<file path="src/hdl/rcs_defs.svh">
`ifndef RCS_DEFS_SVH
`define RCS_DEFS_SVH

// ----------------------------------------
// register word offsets
// ----------------------------------------
`define RCS_OFS_CAUSE    4'h0
`define RCS_OFS_OSCCTL   4'h1
`define RCS_OFS_RTCCAL   4'h2
`define RCS_OFS_NVMCTL   4'h3
`define RCS_OFS_INTCTL1  4'h4
`define RCS_OFS_STATUS   4'h5
`define RCS_OFS_MASK     4'h6
`define RCS_OFS_SEQ      4'h7

// ----------------------------------------
// field positions
// ----------------------------------------
`define RCS_CAUSE_POR    0
`define RCS_OSC_CUR_LSB  0
`define RCS_OSC_NEW_LSB  4
`define RCS_OSC_SWREQ    8
`define RCS_OSC_FAILED   9
`define RCS_INT_OSCFLT   1
`define RCS_EVT_RELEASE  0
`define RCS_EVT_FAIL     1
`define RCS_EVT_SWDONE   2

// ----------------------------------------
// reset values and codes
// ----------------------------------------
`define RCS_CAUSE_RST    5'h01
`define RCS_RTCCAL_RST   16'h0000
`define RCS_NVMCTL_RST   16'h0000
`define RCS_MASK_RST     3'h0
`define RCS_OSC_FRC      3'h0
`define RCS_OSC_FRCPLL   3'h1
`define RCS_OSC_XTAL     3'h2
`define RCS_OSC_XTALPLL  3'h3

// ----------------------------------------
// timing
// ----------------------------------------
`define RCS_CLK_PERIOD_NS 4
`define RCS_OST_TIME_NS   2000
`define RCS_OST_CYCLES    ((`RCS_OST_TIME_NS + `RCS_CLK_PERIOD_NS - 1) / `RCS_CLK_PERIOD_NS)

`endif

</file>
<file path="src/hdl/rcs_pkg.sv">
package rcs_pkg;
	typedef enum logic [1:0] {
		ST_HOLD,
		ST_WAIT,
		ST_RUN,
		ST_SWITCH
	} rcs_state_e;

	typedef logic [2:0] rcs_osc_t;
endpackage : rcs_pkg

</file>
<file path="src/hdl/rcs_top.sv">
`timescale 1ns/1ps
`include "rcs_defs.svh"

// How it works
// - start-up timer runs on its own, apart from the reset delay counters; the code holds it clear in system reset and whenever no running crystal is targeted
// - no instruction fetch until a valid clock is released after reset
// - clock withheld until the selected source is valid: crystal running and timer expired, pll locked where used
// - clock-fail monitor starts supervising at system reset release
// - invalid source at release falls back to fast internal rc oscillator
// - fallback raises a trap; software may then request the crystal again
// - every register takes a defined value on any reset
// - reset values equal for all reset types except four registers
// - reset-cause register value depends on reset type
// - oscillator control loads from reset type and new-osc config bits
// - rtc calibration and nvm control change only on power-on reset
// - clock-loss trap flag in interrupt control register, zero if none
module rcs_top
	import rcs_pkg::*;
(
	input  wire logic        CLK,
	input  wire logic        NRST,
	input  wire logic [3:0]  AVS_ADDRESS,
	input  wire logic        AVS_READ,
	input  wire logic        AVS_WRITE,
	input  wire logic [31:0] AVS_WRITEDATA,
	output logic      [31:0] AVS_READDATA,
	output logic             AVS_WAITREQUEST,
	input  wire logic        SYSTEM_RESET_RELEASE,
	input  wire logic [4:0]  RESET_CAUSE_IN,
	input  wire logic [2:0]  NEW_OSC_SELECT_BITS,
	input  wire logic        CLOCK_FAIL_MONITOR_EN,
	input  wire logic        OSC_RUNNING,
	input  wire logic        PLL_LOCKED,
	output logic             CPU_CLK_EN,
	output logic      [2:0]  SYS_CLK_SEL,
	output logic             TRAP_REQ,
	output logic             IRQ
);

	// ----------------------------------------
	// input synchronisers
	// ----------------------------------------
	localparam int SW = 12;

	logic [SW-1:0] sync_a;
	logic [SW-1:0] sync_b;

	always_ff @(posedge CLK or negedge NRST) begin
		if (!NRST) begin
			sync_a <= '0;
			sync_b <= '0;
		end else begin
			sync_a <= {SYSTEM_RESET_RELEASE, RESET_CAUSE_IN, NEW_OSC_SELECT_BITS,
				CLOCK_FAIL_MONITOR_EN, OSC_RUNNING, PLL_LOCKED};
			sync_b <= sync_a;
		end
	end

	wire       sys_rel   = sync_b[11];
	wire [4:0] cause_in  = sync_b[10:6];
	wire [2:0] nosc_cfg  = sync_b[5:3];
	wire       clock_fail_monitor_en   = sync_b[2];
	wire       osc_run   = sync_b[1];
	wire       pll_lock  = sync_b[0];

	// ----------------------------------------
	// source validity
	// ----------------------------------------
	function automatic logic needs_xtal(input rcs_osc_t c);
		return (c == `RCS_OSC_XTAL) || (c == `RCS_OSC_XTALPLL);
	endfunction : needs_xtal

	function automatic logic uses_pll(input rcs_osc_t c);
		return (c == `RCS_OSC_FRCPLL) || (c == `RCS_OSC_XTALPLL);
	endfunction : uses_pll

	function automatic logic src_valid(input rcs_osc_t c, input logic run,
		input logic ost_ok, input logic lock);
		return (!needs_xtal(c) || (run && ost_ok)) && (!uses_pll(c) || lock);
	endfunction : src_valid

	// ----------------------------------------
	// state and registers
	// ----------------------------------------
	rcs_state_e state;
	rcs_state_e next_state;
	logic       por_pending;
	logic [4:0] cause;
	rcs_osc_t   osc_cur;
	rcs_osc_t   osc_new;
	logic       sw_req;
	logic       failed;
	logic [15:0] rtccal;
	logic [15:0] nvmctl;
	logic       osc_flt;
	logic [2:0] status;
	logic [2:0] mask;
	logic [9:0] ost_cnt;

	localparam logic [9:0] OST_LAST = 10'(`RCS_OST_CYCLES);

	// ----------------------------------------
	// bus decode
	// ----------------------------------------
	wire acc     = (AVS_READ || AVS_WRITE) && AVS_WAITREQUEST;
	wire wr_do   = AVS_WRITE && !AVS_WAITREQUEST;
	wire hold    = (state == ST_HOLD);
	wire wr_ok   = wr_do && !hold;
	wire wr_osc  = wr_ok && (AVS_ADDRESS == `RCS_OFS_OSCCTL);
	wire wr_rtc  = wr_ok && (AVS_ADDRESS == `RCS_OFS_RTCCAL);
	wire wr_nvm  = wr_ok && (AVS_ADDRESS == `RCS_OFS_NVMCTL);
	wire wr_int  = wr_ok && (AVS_ADDRESS == `RCS_OFS_INTCTL1);
	wire wr_sts  = wr_ok && (AVS_ADDRESS == `RCS_OFS_STATUS);
	wire wr_msk  = wr_ok && (AVS_ADDRESS == `RCS_OFS_MASK);
	wire wr_cau  = wr_ok && (AVS_ADDRESS == `RCS_OFS_CAUSE);

	// ----------------------------------------
	// start-up timer
	// ----------------------------------------
	wire       switching = (state == ST_SWITCH);
	rcs_osc_t  target;
	assign target = switching ? osc_new : osc_cur;
	wire ost_ok   = (ost_cnt == OST_LAST);
	wire restart  = hold || (state == ST_RUN && sw_req);

	always_ff @(posedge CLK or negedge NRST) begin
		if (!NRST)
			ost_cnt <= '0;
		else if (restart || !osc_run || !needs_xtal(target))
			ost_cnt <= '0;
		else if (!ost_ok)
			ost_cnt <= ost_cnt + 10'h001;
	end

	// ----------------------------------------
	// sequencer
	// ----------------------------------------
	wire cur_ok  = src_valid(osc_cur, osc_run, ost_ok, pll_lock);
	wire new_ok  = src_valid(osc_new, osc_run, ost_ok, pll_lock);
	wire mon_on  = clock_fail_monitor_en && !hold;
	wire cur_ok_at_rel = src_valid(nosc_cfg, osc_run, 1'b0, pll_lock);
	wire fall_rel = hold && sys_rel && clock_fail_monitor_en && !cur_ok_at_rel;
	wire fall_run = mon_on && (state != ST_WAIT) && !cur_ok;
	wire fallback = fall_rel || fall_run;
	wire sw_done  = switching && new_ok && !fall_run;

	always_comb begin
		next_state = state;
		case (state)
			ST_HOLD:
				if (sys_rel)
					next_state = fall_rel ? ST_RUN : ST_WAIT;
			ST_WAIT:
				if (cur_ok)
					next_state = ST_RUN;
			ST_RUN:
				if (fall_run)
					next_state = ST_RUN;
				else if (sw_req)
					next_state = ST_SWITCH;
			ST_SWITCH:
				if (fall_run || sw_done)
					next_state = ST_RUN;
			default:
				next_state = ST_HOLD;
		endcase
		if (!sys_rel)
			next_state = ST_HOLD;
	end

	always_ff @(posedge CLK or negedge NRST) begin
		if (!NRST) begin
			state       <= ST_HOLD;
			por_pending <= 1'b1;
		end else begin
			state       <= next_state;
			por_pending <= por_pending && hold;
		end
	end

	// ----------------------------------------
	// reset-dependent registers
	// ----------------------------------------
	// defined values on any reset
	always_ff @(posedge CLK or negedge NRST) begin
		if (!NRST)
			cause <= `RCS_CAUSE_RST;
		else if (hold)
			cause <= cause | cause_in;
		else if (wr_cau)
			cause <= AVS_WRITEDATA[4:0];
	end

	// osc control from config and type
	always_ff @(posedge CLK or negedge NRST) begin
		if (!NRST) begin
			osc_cur <= `RCS_OSC_FRC;
			osc_new <= `RCS_OSC_FRC;
			sw_req  <= 1'b0;
			failed  <= 1'b0;
		end else if (hold) begin
			osc_cur <= fall_rel ? `RCS_OSC_FRC : nosc_cfg;
			osc_new <= nosc_cfg;
			sw_req  <= 1'b0;
			// fail history survives all but power-on
			failed  <= fall_rel || (failed && !por_pending);
		end else begin
			if (fallback) begin
				osc_cur <= `RCS_OSC_FRC;
				failed  <= 1'b1;
			end else if (sw_done) begin
				osc_cur <= osc_new;
			end
			if (wr_osc && !switching) begin
				osc_new <= AVS_WRITEDATA[`RCS_OSC_NEW_LSB +: 3];
				sw_req  <= AVS_WRITEDATA[`RCS_OSC_SWREQ];
			end else if (sw_done || fallback) begin
				sw_req  <= 1'b0;
			end
		end
	end

	always_ff @(posedge CLK or negedge NRST) begin
		if (!NRST) begin
			rtccal <= `RCS_RTCCAL_RST;
			nvmctl <= `RCS_NVMCTL_RST;
		end else begin
			if (wr_rtc)
				rtccal <= AVS_WRITEDATA[15:0];
			if (wr_nvm)
				nvmctl <= AVS_WRITEDATA[15:0];
		end
	end

	// ----------------------------------------
	// trap flag and interrupts
	// ----------------------------------------
	wire [2:0] events = {sw_done, fallback,
		(state == ST_WAIT) && cur_ok && sys_rel};

	always_ff @(posedge CLK or negedge NRST) begin
		if (!NRST) begin
			osc_flt <= 1'b0;
			status  <= '0;
			mask    <= `RCS_MASK_RST;
		end else if (hold) begin
			osc_flt <= fall_rel;
			status  <= {1'b0, fall_rel, 1'b0};
			mask    <= `RCS_MASK_RST;
		end else begin
			if (fallback)
				osc_flt <= 1'b1;
			else if (wr_int)
				osc_flt <= AVS_WRITEDATA[`RCS_INT_OSCFLT];
			status <= events | (status & ~(wr_sts ? AVS_WRITEDATA[2:0] : 3'h0));
			if (wr_msk)
				mask <= AVS_WRITEDATA[2:0];
		end
	end

	// ----------------------------------------
	// read mux
	// ----------------------------------------
	logic [31:0] rd_mux;

	always_comb begin
		rd_mux = 32'h0000_0000;
		case (AVS_ADDRESS)
			`RCS_OFS_CAUSE:   rd_mux[4:0] = cause;
			`RCS_OFS_OSCCTL: begin
				rd_mux[`RCS_OSC_CUR_LSB +: 3] = osc_cur;
				rd_mux[`RCS_OSC_NEW_LSB +: 3] = osc_new;
				rd_mux[`RCS_OSC_SWREQ]        = sw_req;
				rd_mux[`RCS_OSC_FAILED]       = failed;
			end
			`RCS_OFS_RTCCAL:  rd_mux[15:0] = rtccal;
			`RCS_OFS_NVMCTL:  rd_mux[15:0] = nvmctl;
			`RCS_OFS_INTCTL1: rd_mux[`RCS_INT_OSCFLT] = osc_flt;
			`RCS_OFS_STATUS:  rd_mux[2:0] = status;
			`RCS_OFS_MASK:    rd_mux[2:0] = mask;
			`RCS_OFS_SEQ:     rd_mux[1:0] = state;
			default:          rd_mux = 32'h0000_0000;
		endcase
	end

	// ----------------------------------------
	// bus slave and outputs
	// ----------------------------------------
	// one wait cycle keeps read data registered
	always_ff @(posedge CLK or negedge NRST) begin
		if (!NRST) begin
			AVS_WAITREQUEST <= 1'b1;
			AVS_READDATA    <= 32'h0000_0000;
		end else begin
			AVS_WAITREQUEST <= !acc;
			if (acc && AVS_READ)
				AVS_READDATA <= rd_mux;
		end
	end

	always_ff @(posedge CLK or negedge NRST) begin
		if (!NRST) begin
			CPU_CLK_EN  <= 1'b0;
			SYS_CLK_SEL <= `RCS_OSC_FRC;
			TRAP_REQ    <= 1'b0;
			IRQ         <= 1'b0;
		end else begin
			CPU_CLK_EN  <= (next_state == ST_RUN) || (next_state == ST_SWITCH);
			SYS_CLK_SEL <= hold ? `RCS_OSC_FRC : osc_cur;
			TRAP_REQ    <= fallback;
			IRQ         <= |(status & mask);
		end
	end

endmodule : rcs_top

</file>
<file path="config.mk">
export PLATFORM = sky130hd
export DESIGN_NAME = rcs_top
export DESIGN_NICKNAME = d
export VERILOG_FILES = /design/src/hdl/rcs_pkg.sv /design/src/hdl/rcs_top.sv
export VERILOG_INCLUDE_DIRS = /design/src /design/src/hdl
export SDC_FILE = /design/constraint.sdc
export NUM_CORES = 1
export LEC_CHECK = 0
export BUFFER_PORTS_ARGS = -buffer_cell sky130_fd_sc_hd__buf_2
export CORE_ASPECT_RATIO = 1.1
export CORE_MARGIN = 5
export CORE_UTILIZATION = 50
export DETAILED_ROUTE_END_ITERATION = 8
export GPL_TIMING_DRIVEN = 0
export PLACE_DENSITY = 0.73
export SLEW_MARGIN = 40
export SYNTH_ARGS = -nofsm -noshare
export SYNTH_HDL_FRONTEND = slang
export SYNTH_SLANG_ARGS = --single-unit
</file>
<file path="constraint.sdc">
create_clock -name CLK -period 3.6 [get_ports CLK]
set_input_delay 0.36 -clock CLK [delete_from_list [all_inputs] [get_ports CLK]]
set_output_delay 0.36 -clock CLK [all_outputs]
set_load 0.05 [all_outputs]
</file>
==> results.py, run 1 <==
metrics = {
    "finish": {
        "areaGrowthSynthToFinish_pct": 14.18,
        "antenna_cells": 0,
        "drive_gt1_share_pct": 29.90,
        "nNetsFinal": 564,
        "postLayoutCoreUtil_pct": 58.29,
        "post-route-cell-area_um2": 5764,
    },
    "worst_setup_path": {
        "start_kind": "flop",
        "r2r_start": "AVS_WAITREQUEST",
        "endpoint_kind": "flop",
        "critical_path.max_fanout": 10,
        "arrival_ns": 2.12,
        "required_ns": 3.92,
        "worst_path_max_delay_cell": "nor4_1",
        "critical_path.startpoint": "AVS_WAITREQUEST",
        "critPathMaxStageDelay_ns": 0.66,
        "crit_type": "reg -> reg",
        "path_cells": "nand2_1 -> clkbuf_1 -> nor4_1 -> a22o_1",
    },
    "clocking": {
        "cts_setup_buffers": 0,
        "clockBufferDepth": 2,
        "clock_latency_ns": 0.38,
        "cts.clk_slew.worst_paths_ns": 0.10,
        "cts_sinks": 112,
        "cts-hold-fix-buffers": 1,
        "cts_buffers": 9,
        "cts_tree": "done",
        "root_buffer": "clkbuf_8",
        "cts-resized-gates": 0,
        "cts_max_level": 3,
    },
    "global_route": {
        "antenna_found_initial": 0,
        "grt_pass1_vias": 3518,
        "gr-total-overflow": 0,
        "grt_start_max_net_pins": 67,
        "grtUsageTotal_pct": 18.48,
        "grt_pass1_wl_mm": 17.62,
    },
    "placement": {
        "place_area_um2": 5568,
        "gp_congestion": 0.8507,
        "dp_hpwl_mm": 7.690,
        "portBuffers": 55,
    },
    "run_status": {
        "status": "finished clean",
    },
    "timing": {
        "relSlewSlack_pct": 43.95,
        "setup_viol_count_final": 0,
        "fin_crit_sh_pct": 50.17,
        "hold_viol_final": 0,
        "worstMarginPinSlew_ns": 0.8331,
        "rsz0062_at_grt": "no",
        "layout_min_cycle_time_ns": 1.806,
        "drv_slew": 0,
        "clock.fmax_mhz": 553.7,
        "skew_ns": 0.01357,
        "finalSetupTns_ns": 0,
    },
    "routing": {
        "drc": 0,
        "first_pass_iters": 5,
        "vias": 3473,
        "antenna_left": 0,
        "first_iter_violations": 259,
        "drt_wl_total_mm": 10.47,
        "via_per_inst": 5.469,
        "detail_route.wl_per_cell_um": 16.48,
    },
    "logic_synthesis": {
        "syn-cell-area_um2": 5049,
        "synth_warnings": 0,
        "ys.flop_type": "dfrtp_1",
        "ys_seq_area_share_pct": 55.59,
        "avgSynthCellArea_um2": 11.82,
        "synth-seq-cells": 112,
        "ys_types": 62,
        "async_flop_share_pct": 100.0,
        "synth_edf_count": 0,
        "synthCells": 427,
    },
    "floorplanning": {
        "initial_core_util_pct": 51.05,
        "fp.dieH_um": 115.4,
        "die-area_um2": 12210,
        "boundaryPins": 91,
        "core_um2": 9889,
        "fp.dieW_um": 105.8,
        "num_rows": 38,
    },
    "power": {
        "power.internal_uw": 2132,
        "power_switching_uw": 1094,
        "p_leak_uw": 0.002789,
        "peakVddDrop_mv": 0.2494,
        "power.share.clock_pct": 22.1,
        "swShare_pct": 33.90,
        "power_density_nw_per_um2": 559.7,
        "combPwrFrac_pct": 28.4,
        "share_seq_of_total_power_pct": 49.5,
    },
    "worst_hold_path": {
        "min_path_type": "in -> reg",
        "hold_start": "PLL_LOCKED",
    },
    "job": {
        "cap_viol_max_count": 0,
    },
}
[sequential cells by signal, indices dropped and copies added, names as in the netlist, 5 cells and up]
register / cells
rtccal: 16
AVS_READDATA: 16
ost_cnt: 10
sync_b: 12
nvmctl: 16
cause: 5
sync_a: 12
[power by group through the flow]
| stage | clock network [µW] | logic, µW | registers (µW) |
|---|---|---|---|
| 5_1_grt | 782 | 1010 | 1620 |
| 3_3_place_gp | 0 | 895 | 1610 |
| 4_1_cts | 733 | 922 | 1600 |
| 6_report | 713 | 915 | 1600 |
| 3_5_place_dp | 0 | 916 | 1620 |
| 2_1_floorplan | 0 | 585 | 1700 |
[logic make-up (layout without fill, tap and decap cells)]
kind of cell | count (synthesis) | in the layout | share of synthesized area [%]
other cells | 1 | 16 | 0.07428
flops | 112 | 112 | 55.59
buf+inv | 46 | 119 | 5.551
xor+xnor | 7 | 7 | 1.214
mux | 45 | 45 | 10.98
simple gates | 126 | 126 | 13.33
compound gates | 88 | 88 | 12.76
fa+ha+maj | 2 | 2 | 0.4956
[layout make-up]
class,count,area (µm²)
inverter,8,30.03
clock inverter,2,13.76
fill,870,4125
clock buffer,14,172.7
tap,120,150.1
timing repair buffer,57,322.8
buffer,38,250.2
multi-input combinational,284,2018
sequential,112,2806
[path summary, 6_finish.rpt]
kind                                    to  slack [ns]  depth (start not counted)
max                        AVS_READDATA[6]        1.79                          4
min                              sync_a[0]        0.08                          1
max reg2reg                AVS_READDATA[6]        1.79                          4
min reg2reg                      sync_b[1]        0.35                          0
max in group asynchronous  AVS_WAITREQUEST        2.44                          3
min in group asynchronous         state[1]        0.51                          2
[critical path: cells and delay by family (launching register included)]
family,cells,cell delay (ns)
flops,1,0.56
simple gates,2,0.72
buf+inv,1,0.24
compound gates,1,0.23
[placed cells by master (no fill, tap or decap), drive strengths merged, types with 6 or more instances in the layout]
cell,count
a21oi,14
a22o,10
a22oi,8
and3,6
buf,87
clkbuf,21
conb,16
dfrtp,109
inv,8
mux2,33
mux2i,10
nand2,47
nand2b,8
nand3,8
nor2,29
o21ai,28
[cell usage after synthesis (8+ instances only)]
cell	instances	area share (%)
dfrtp_1	109	54
nand2_1	44	3.3
nor2_1	26	1.9
o21ai_0	25	2.5
mux2_2	23	5.1
buf_4	20	3.0
a21oi_1	14	1.4
a22o_1	10	1.7
mux2_4	10	3.0
mux2i_1	10	2.0
a22oi_1	8	1.2
buf_2	8	0.79
inv_1	8	0.59
nand3_1	8	0.79
[metrics by stage]
| step | std cells | setup WS [ns] | hold WS, ns | power, µW |
|---|---|---|---|---|
| 2_1_floorplan | 442 | 1.874 | 0.06441 | 2284 |
| 3_3_place_gp | 617 | 0.9533 | 0.3313 | 2506 |
| 3_5_place_dp | 618 | 1.746 | 0.3347 | 2537 |
| 4_1_cts | 635 | 1.803 | 0.06135 | 3252 |
| 5_1_grt | 635 | 1.653 | 0.06655 | 3412 |
| 6_report | 635 | 1.794 | 0.07989 | 3226 |
[per-layer routing]
metal  global-route usage (%)  routed length [µm]
met2                    30.87                5170
met3                    3.032                 556
met5                        0                   0
met4                    8.636                 223
met1                    23.77                4515
Note: power is estimated with default switching activity, not from simulation.
==> run 2: changes to the inputs <==
Settings changed: PLACE_DENSITY 0.73 to 0.76.
Clock period 3.6 ns to 1.5 ns, I/O delays scaled along.
==> results.py, run 2 (same netlist as run 1, synthesis figures left out) <==
metrics = {
    "routing": {
        "antenna_left": 0,
        "first_iter_violations": 221,
        "via_per_inst": 5.475,
        "first_pass_iters": 7,
        "vias": 3685,
        "drc": 0,
        "drt_wl_total_mm": 11.80,
        "detail_route.wl_per_cell_um": 17.54,
    },
    "worst_setup_path": {
        "arrival_ns": 1.95,
        "endpoint_kind": "flop",
        "start_kind": "flop",
        "cp_top_family": "simple AND/OR/NAND/NOR gates",
        "path_depth": 7,
        "critPathMaxStageDelay_ns": 0.40,
        "required_ns": 1.82,
        "crit_type": "reg -> reg",
        "worst_path_max_delay_cell": "dfrtp_1",
        "path_cells": "inv_2 -> ha_4 -> and4bb_4 -> a31oi_4 -> buf_4 -> nor3b_4 -> o31a_1",
        "worst-path-buf-inv": 2,
        "critical_path.max_fanout": 4,
        "r2r_cells": 7,
    },
    "finish": {
        "areaGrowthSynthToFinish_pct": 26.77,
        "nNetsFinal": 602,
        "final_cell_mix": "dfrtp_1, buf_2, nand2_1, buf_4, mux2_4",
        "post-route-cell-area_um2": 6400,
        "drive_gt1_share_pct": 37.61,
        "final_common_cell": "dfrtp_1",
        "top_regs": "AVS_READDATA (16), nvmctl (16), rtccal (16)",
        "final_cells": 673,
        "antenna_cells": 0,
    },
    "global_route": {
        "grt_start_max_net_pins": 59,
        "use_met1_pct": 24.24,
        "busiest_layer": "met2",
        "grt_pass1_wl_mm": 18.66,
        "grt_pass1_vias": 3781,
        "gr-total-overflow": 0,
        "antenna_found_initial": 0,
        "grtUsageTotal_pct": 19.43,
        "grtUsageMet3_pct": 3.818,
        "grt_use_met2_pct": 33.93,
    },
    "timing": {
        "drv_slew": 0,
        "layout_min_cycle_time_ns": 1.635,
        "skew_ns": 0.01278,
        "relSlewSlack_pct": 62.42,
        "clock.fmax_mhz": 611.6,
        "setup_viol_count_final": 35,
        "final.setup.worst_slack_ns": -0.1350,
        "worstMarginPinSlew_ns": 0.5637,
        "rsz0062_at_grt": "yes",
        "hold_viol_final": 0,
        "fin_crit_sh_pct": 109.0,
    },
    "floorplanning": {
        "fp.dieH_um": 115.4,
        "num_rows": 38,
        "initial_core_util_pct": 51.05,
        "core_um2": 9889,
        "fp.dieW_um": 105.8,
        "boundaryPins": 91,
        "die-area_um2": 12210,
    },
    "placement": {
        "gp_congestion": 0.8507,
        "place_area_um2": 5664,
        "place_inst": 618,
        "portBuffers": 55,
        "dp_hpwl_mm": 7.807,
    },
    "job": {
        "cap_viol_max_count": 0,
    },
    "power": {
        "p_leak_uw": 0.003087,
        "power_density_nw_per_um2": 1306,
        "peakVddDrop_mv": 0.8656,
        "power_uw": 8361,
    },
    "clocking": {
        "cts.clk_slew.worst_paths_ns": 0.10,
        "cts_buffers": 9,
        "root_buffer": "clkbuf_8",
        "cts_sinks": 112,
        "cts_tree": "done",
        "cts_max_level": 3,
        "clock_latency_ns": 0.39,
        "clockBufferDepth": 2,
    },
    "worst_hold_path": {
        "min_path_type": "in -> reg",
        "hold_depth": 2,
    },
    "run_status": {
        "status": "finished, violations left",
        "violations": "negative setup slack",
    },
}
-- run 2: layer usage --
| layer | vias to the layer above | part of all wire (%) |
|---|---|---|
| met4 | 0 | 1.6 |
| met3 | 15 | 5.3 |
| met5 | - | 0 |
| li1 | 1723 | - |
| met1 | 1817 | 42 |
| met2 | 130 | 51 |
-- run 2: metrics by stage --
stage | worst slack, ns | setup TNS, ns | hold slack [ns] | utilization [%]
after global routing | -0.2464 | -4.117 | 0.003546 | 64.71
after floorplan | -0.1614 | -3.167 | -0.1456 | -
after detailed placement | -0.3159 | -5.544 | 0.09276 | 57.27
final | -0.1350 | -1.867 | 0.01156 | 64.71
after CTS | -0.1145 | -1.060 | 0.0009619 | 62.93
after global placement | -0.9136 | -104.32 | 0.2587 | 56.90
-- run 2: cell type report --
class | instances | area, µm²
multi-input cells | 285 | 2227
clock buffers | 11 | 151.4
flip-flops and latches | 112 | 2806
inverters | 8 | 30.03
fillers | 747 | 3490
plain buffers | 37 | 291.5
repair buffers | 95 | 703.2
well taps | 120 | 150.1
clock inverters | 5 | 40.04
-- run 2: worst paths after layout --
kind | from | to | slack (ns)
setup / recovery | ost_cnt[1] | CPU_CLK_EN | -0.14
hold / removal | AVS_WRITEDATA[7] | rtccal[7] | 0.01
setup reg to reg | ost_cnt[1] | CPU_CLK_EN | -0.14
hold reg to reg | sync_a[2] | sync_b[2] | 0.35
max in group asynchronous | NRST | cause[0] | 0.57
min in group asynchronous | NRST | AVS_READDATA[7] | 0.27
-- run 2: what timing repair did --
| item | in CTS | in global routing |
|---|---|---|
| setup endpoints to repair | 46 | 68 |
| resized for setup | 22 | 29 |
| gates cloned | 0 | 2 |
| buffers inserted | 16 | 6 |
| pin swaps | 12 | 8 |
| hold buffers | 15 | 1 |
| endpoints found under the hold margin | 67 | 2 |
-- run 2: power breakdown --
| group | switching (µW) | internal [µW] |
|---|---|---|
| Sequential | 363 | 3510 |
| Combinational | 1530 | 1230 |
| Clock | 1030 | 704 |
| Total | 2920 | 5450 |
==> run 3: changes to the inputs <==
Settings changed: SKIP_CTS_REPAIR_TIMING set to 1.
==> results.py, run 3 (same netlist as run 1, synthesis figures left out) <==
metrics = {
    "timing": {
        "hold_ws_ns": 0.01956,
        "final.setup.worst_slack_ns": -0.2066,
        "relSlewSlack_pct": 65.29,
        "worstMarginPinSlew_ns": 0.5187,
        "setup_viol_count_final": 41,
        "skew_ns": 0.008691,
        "rsz0062_at_grt": "yes",
        "fin_crit_sh_pct": 113.8,
        "drv_slew": 0,
        "layout_min_cycle_time_ns": 1.707,
        "clock.fmax_mhz": 585.9,
        "finalSetupTns_ns": -2.442,
        "hold_viol_final": 0,
    },
    "power": {
        "peakVddDrop_mv": 0.8942,
        "p_leak_uw": 0.003092,
        "power_density_nw_per_um2": 1301,
        "power.share.clock_pct": 20.8,
        "swShare_pct": 34.63,
        "combPwrFrac_pct": 32.7,
        "share_seq_of_total_power_pct": 46.4,
        "power_switching_uw": 2884,
        "power.internal_uw": 5444,
    },
    "global_route": {
        "grt_pass1_vias": 3572,
        "busiest_layer": "met2",
        "grtUsageTotal_pct": 18.27,
        "use_met1_pct": 23.81,
        "gr-total-overflow": 0,
        "grt_start_max_net_pins": 59,
        "grt_use_met2_pct": 30.57,
        "antenna_found_initial": 0,
        "grtUsageMet3_pct": 3.706,
        "grt_pass1_wl_mm": 17.61,
    },
    "floorplanning": {
        "initial_core_util_pct": 51.05,
        "die-area_um2": 12210,
        "num_rows": 38,
        "fp.dieW_um": 105.8,
        "fp.dieH_um": 115.4,
        "boundaryPins": 91,
        "core_um2": 9889,
    },
    "routing": {
        "drc": 0,
        "first_iter_violations": 213,
        "vias": 3630,
        "via_per_inst": 5.418,
        "detail_route.wl_per_cell_um": 17.34,
        "first_pass_iters": 4,
        "drt_wl_total_mm": 11.62,
        "antenna_left": 0,
    },
    "finish": {
        "post-route-cell-area_um2": 6399,
        "fillers": 744,
        "final_common_cell": "dfrtp_1",
        "nNetsFinal": 599,
        "final_cell_mix": "dfrtp_1, buf_2, nand2_1, mux2_4, buf_4",
        "drive_gt1_share_pct": 36.00,
        "areaGrowthSynthToFinish_pct": 26.74,
        "top_regs": "AVS_READDATA (16), nvmctl (16), rtccal (16)",
        "antenna_cells": 0,
    },
    "run_status": {
        "status": "finished, violations left",
        "violations": "negative setup slack",
    },
    "worst_setup_path": {
        "crit_type": "reg -> reg",
        "critical_path.max_fanout": 4,
        "arrival_ns": 1.98,
        "required_ns": 1.78,
        "path_cells": "inv_2 -> ha_4 -> and4bb_4 -> a31oi_4 -> o211ai_4 -> buf_6 -> a21boi_2 -> o21ai_1",
        "rrSetupSlack_ns": -0.21,
        "start_kind": "flop",
        "critPathMaxStageDelay_ns": 0.43,
        "endpoint_kind": "flop",
        "worst_path_max_delay_cell": "dfrtp_1",
    },
    "clocking": {
        "cts_tree": "done",
        "cts_max_level": 3,
        "cts_sinks": 112,
        "cts.clk_slew.worst_paths_ns": 0.10,
        "root_buffer": "clkbuf_8",
        "clock_latency_ns": 0.38,
        "clockBufferDepth": 2,
        "cts_buffers": 9,
    },
    "worst_hold_path": {
        "min_path_type": "in -> reg",
    },
    "job": {
        "cap_viol_max_count": 0,
    },
    "placement": {
        "portBuffers": 55,
        "place_area_um2": 5664,
        "gp_congestion": 0.8507,
        "dp_hpwl_mm": 7.807,
    },
}
## run 3: changes by cell type in the layout (fill, tap and decap cells not counted), moves of 2 or more
cell and delta:
buf_4 -6, buf_6 +3, nor2_2 -2, o21ai_0 +2
mux2_4 +6, mux2_2 -6, nand2_1 +3, nand2_2 -2
nand2_4 -2
## run 3: final timing paths
kind | start | endpoint | depth (start not counted)
setup reg to reg | ost_cnt[0] | status[1] | 8
setup / recovery | ost_cnt[0] | status[1] | 8
max in group asynchronous | NRST | cause[0] | 3
hold reg to reg | sync_a[3] | sync_b[3] | 0
hold / removal | AVS_WRITEDATA[10] | rtccal[10] | 2
min in group asynchronous | NRST | AVS_READDATA[7] | 2
## run 3: worst max-delay path, delay by kind of cell, from the launching register on
kind | cells | cell delay [ns]
compound gates | 4 | 0.57
fa+ha+maj | 1 | 0.12
buf+inv | 2 | 0.24
flops | 1 | 0.43
simple gates | 1 | 0.26
## run 3: area by class of cell
| type | instances | area (µm²) | share of cell area, % |
|---|---|---|---|
| plain buffers | 37 | 294.0 | 4.595 |
| clock buffers | 11 | 151.4 | 2.366 |
| clock inverters | 5 | 40.04 | 0.6257 |
| inverters | 8 | 30.03 | 0.4693 |
| multi-input cells | 285 | 2227 | 34.81 |
| flip-flops and latches | 112 | 2806 | 43.86 |
| well taps | 120 | 150.1 | 2.346 |
| repair buffers | 92 | 699.4 | 10.93 |
## run 3: layer usage
metal	routed length [µm]	up-vias	share of wire [%]
li1	-	1705	-
met1	5021	1773	43
met2	5692	130	49
met3	628	22	5.4
met4	276	0	2.4
met5	0	-	0
## run 3: through the flow
step | cells | utilization (%) | total power (µW) | worst slack (ns)
after global placement | 617 | 56.90 | 6104 | -0.9136
after detailed placement | 618 | 57.27 | 6198 | -0.3159
after floorplan | 442 | - | 5581 | -0.1614
after global routing | 670 | 64.70 | 8714 | -0.2524
final | 670 | 64.70 | 8327 | -0.2066
after CTS | 634 | 59.21 | 7910 | -0.3461
## run 3: power groups by stage
stage / Clock (µW) / Sequential, µW / Combinational [µW]
finish: 1730 / 3870 / 2730
global route: 1890 / 3920 / 2900
CTS: 1760 / 3850 / 2310
detailed placement: 0 / 3900 / 2300
global placement: 0 / 3870 / 2230
floorplan: 0 / 4090 / 1500
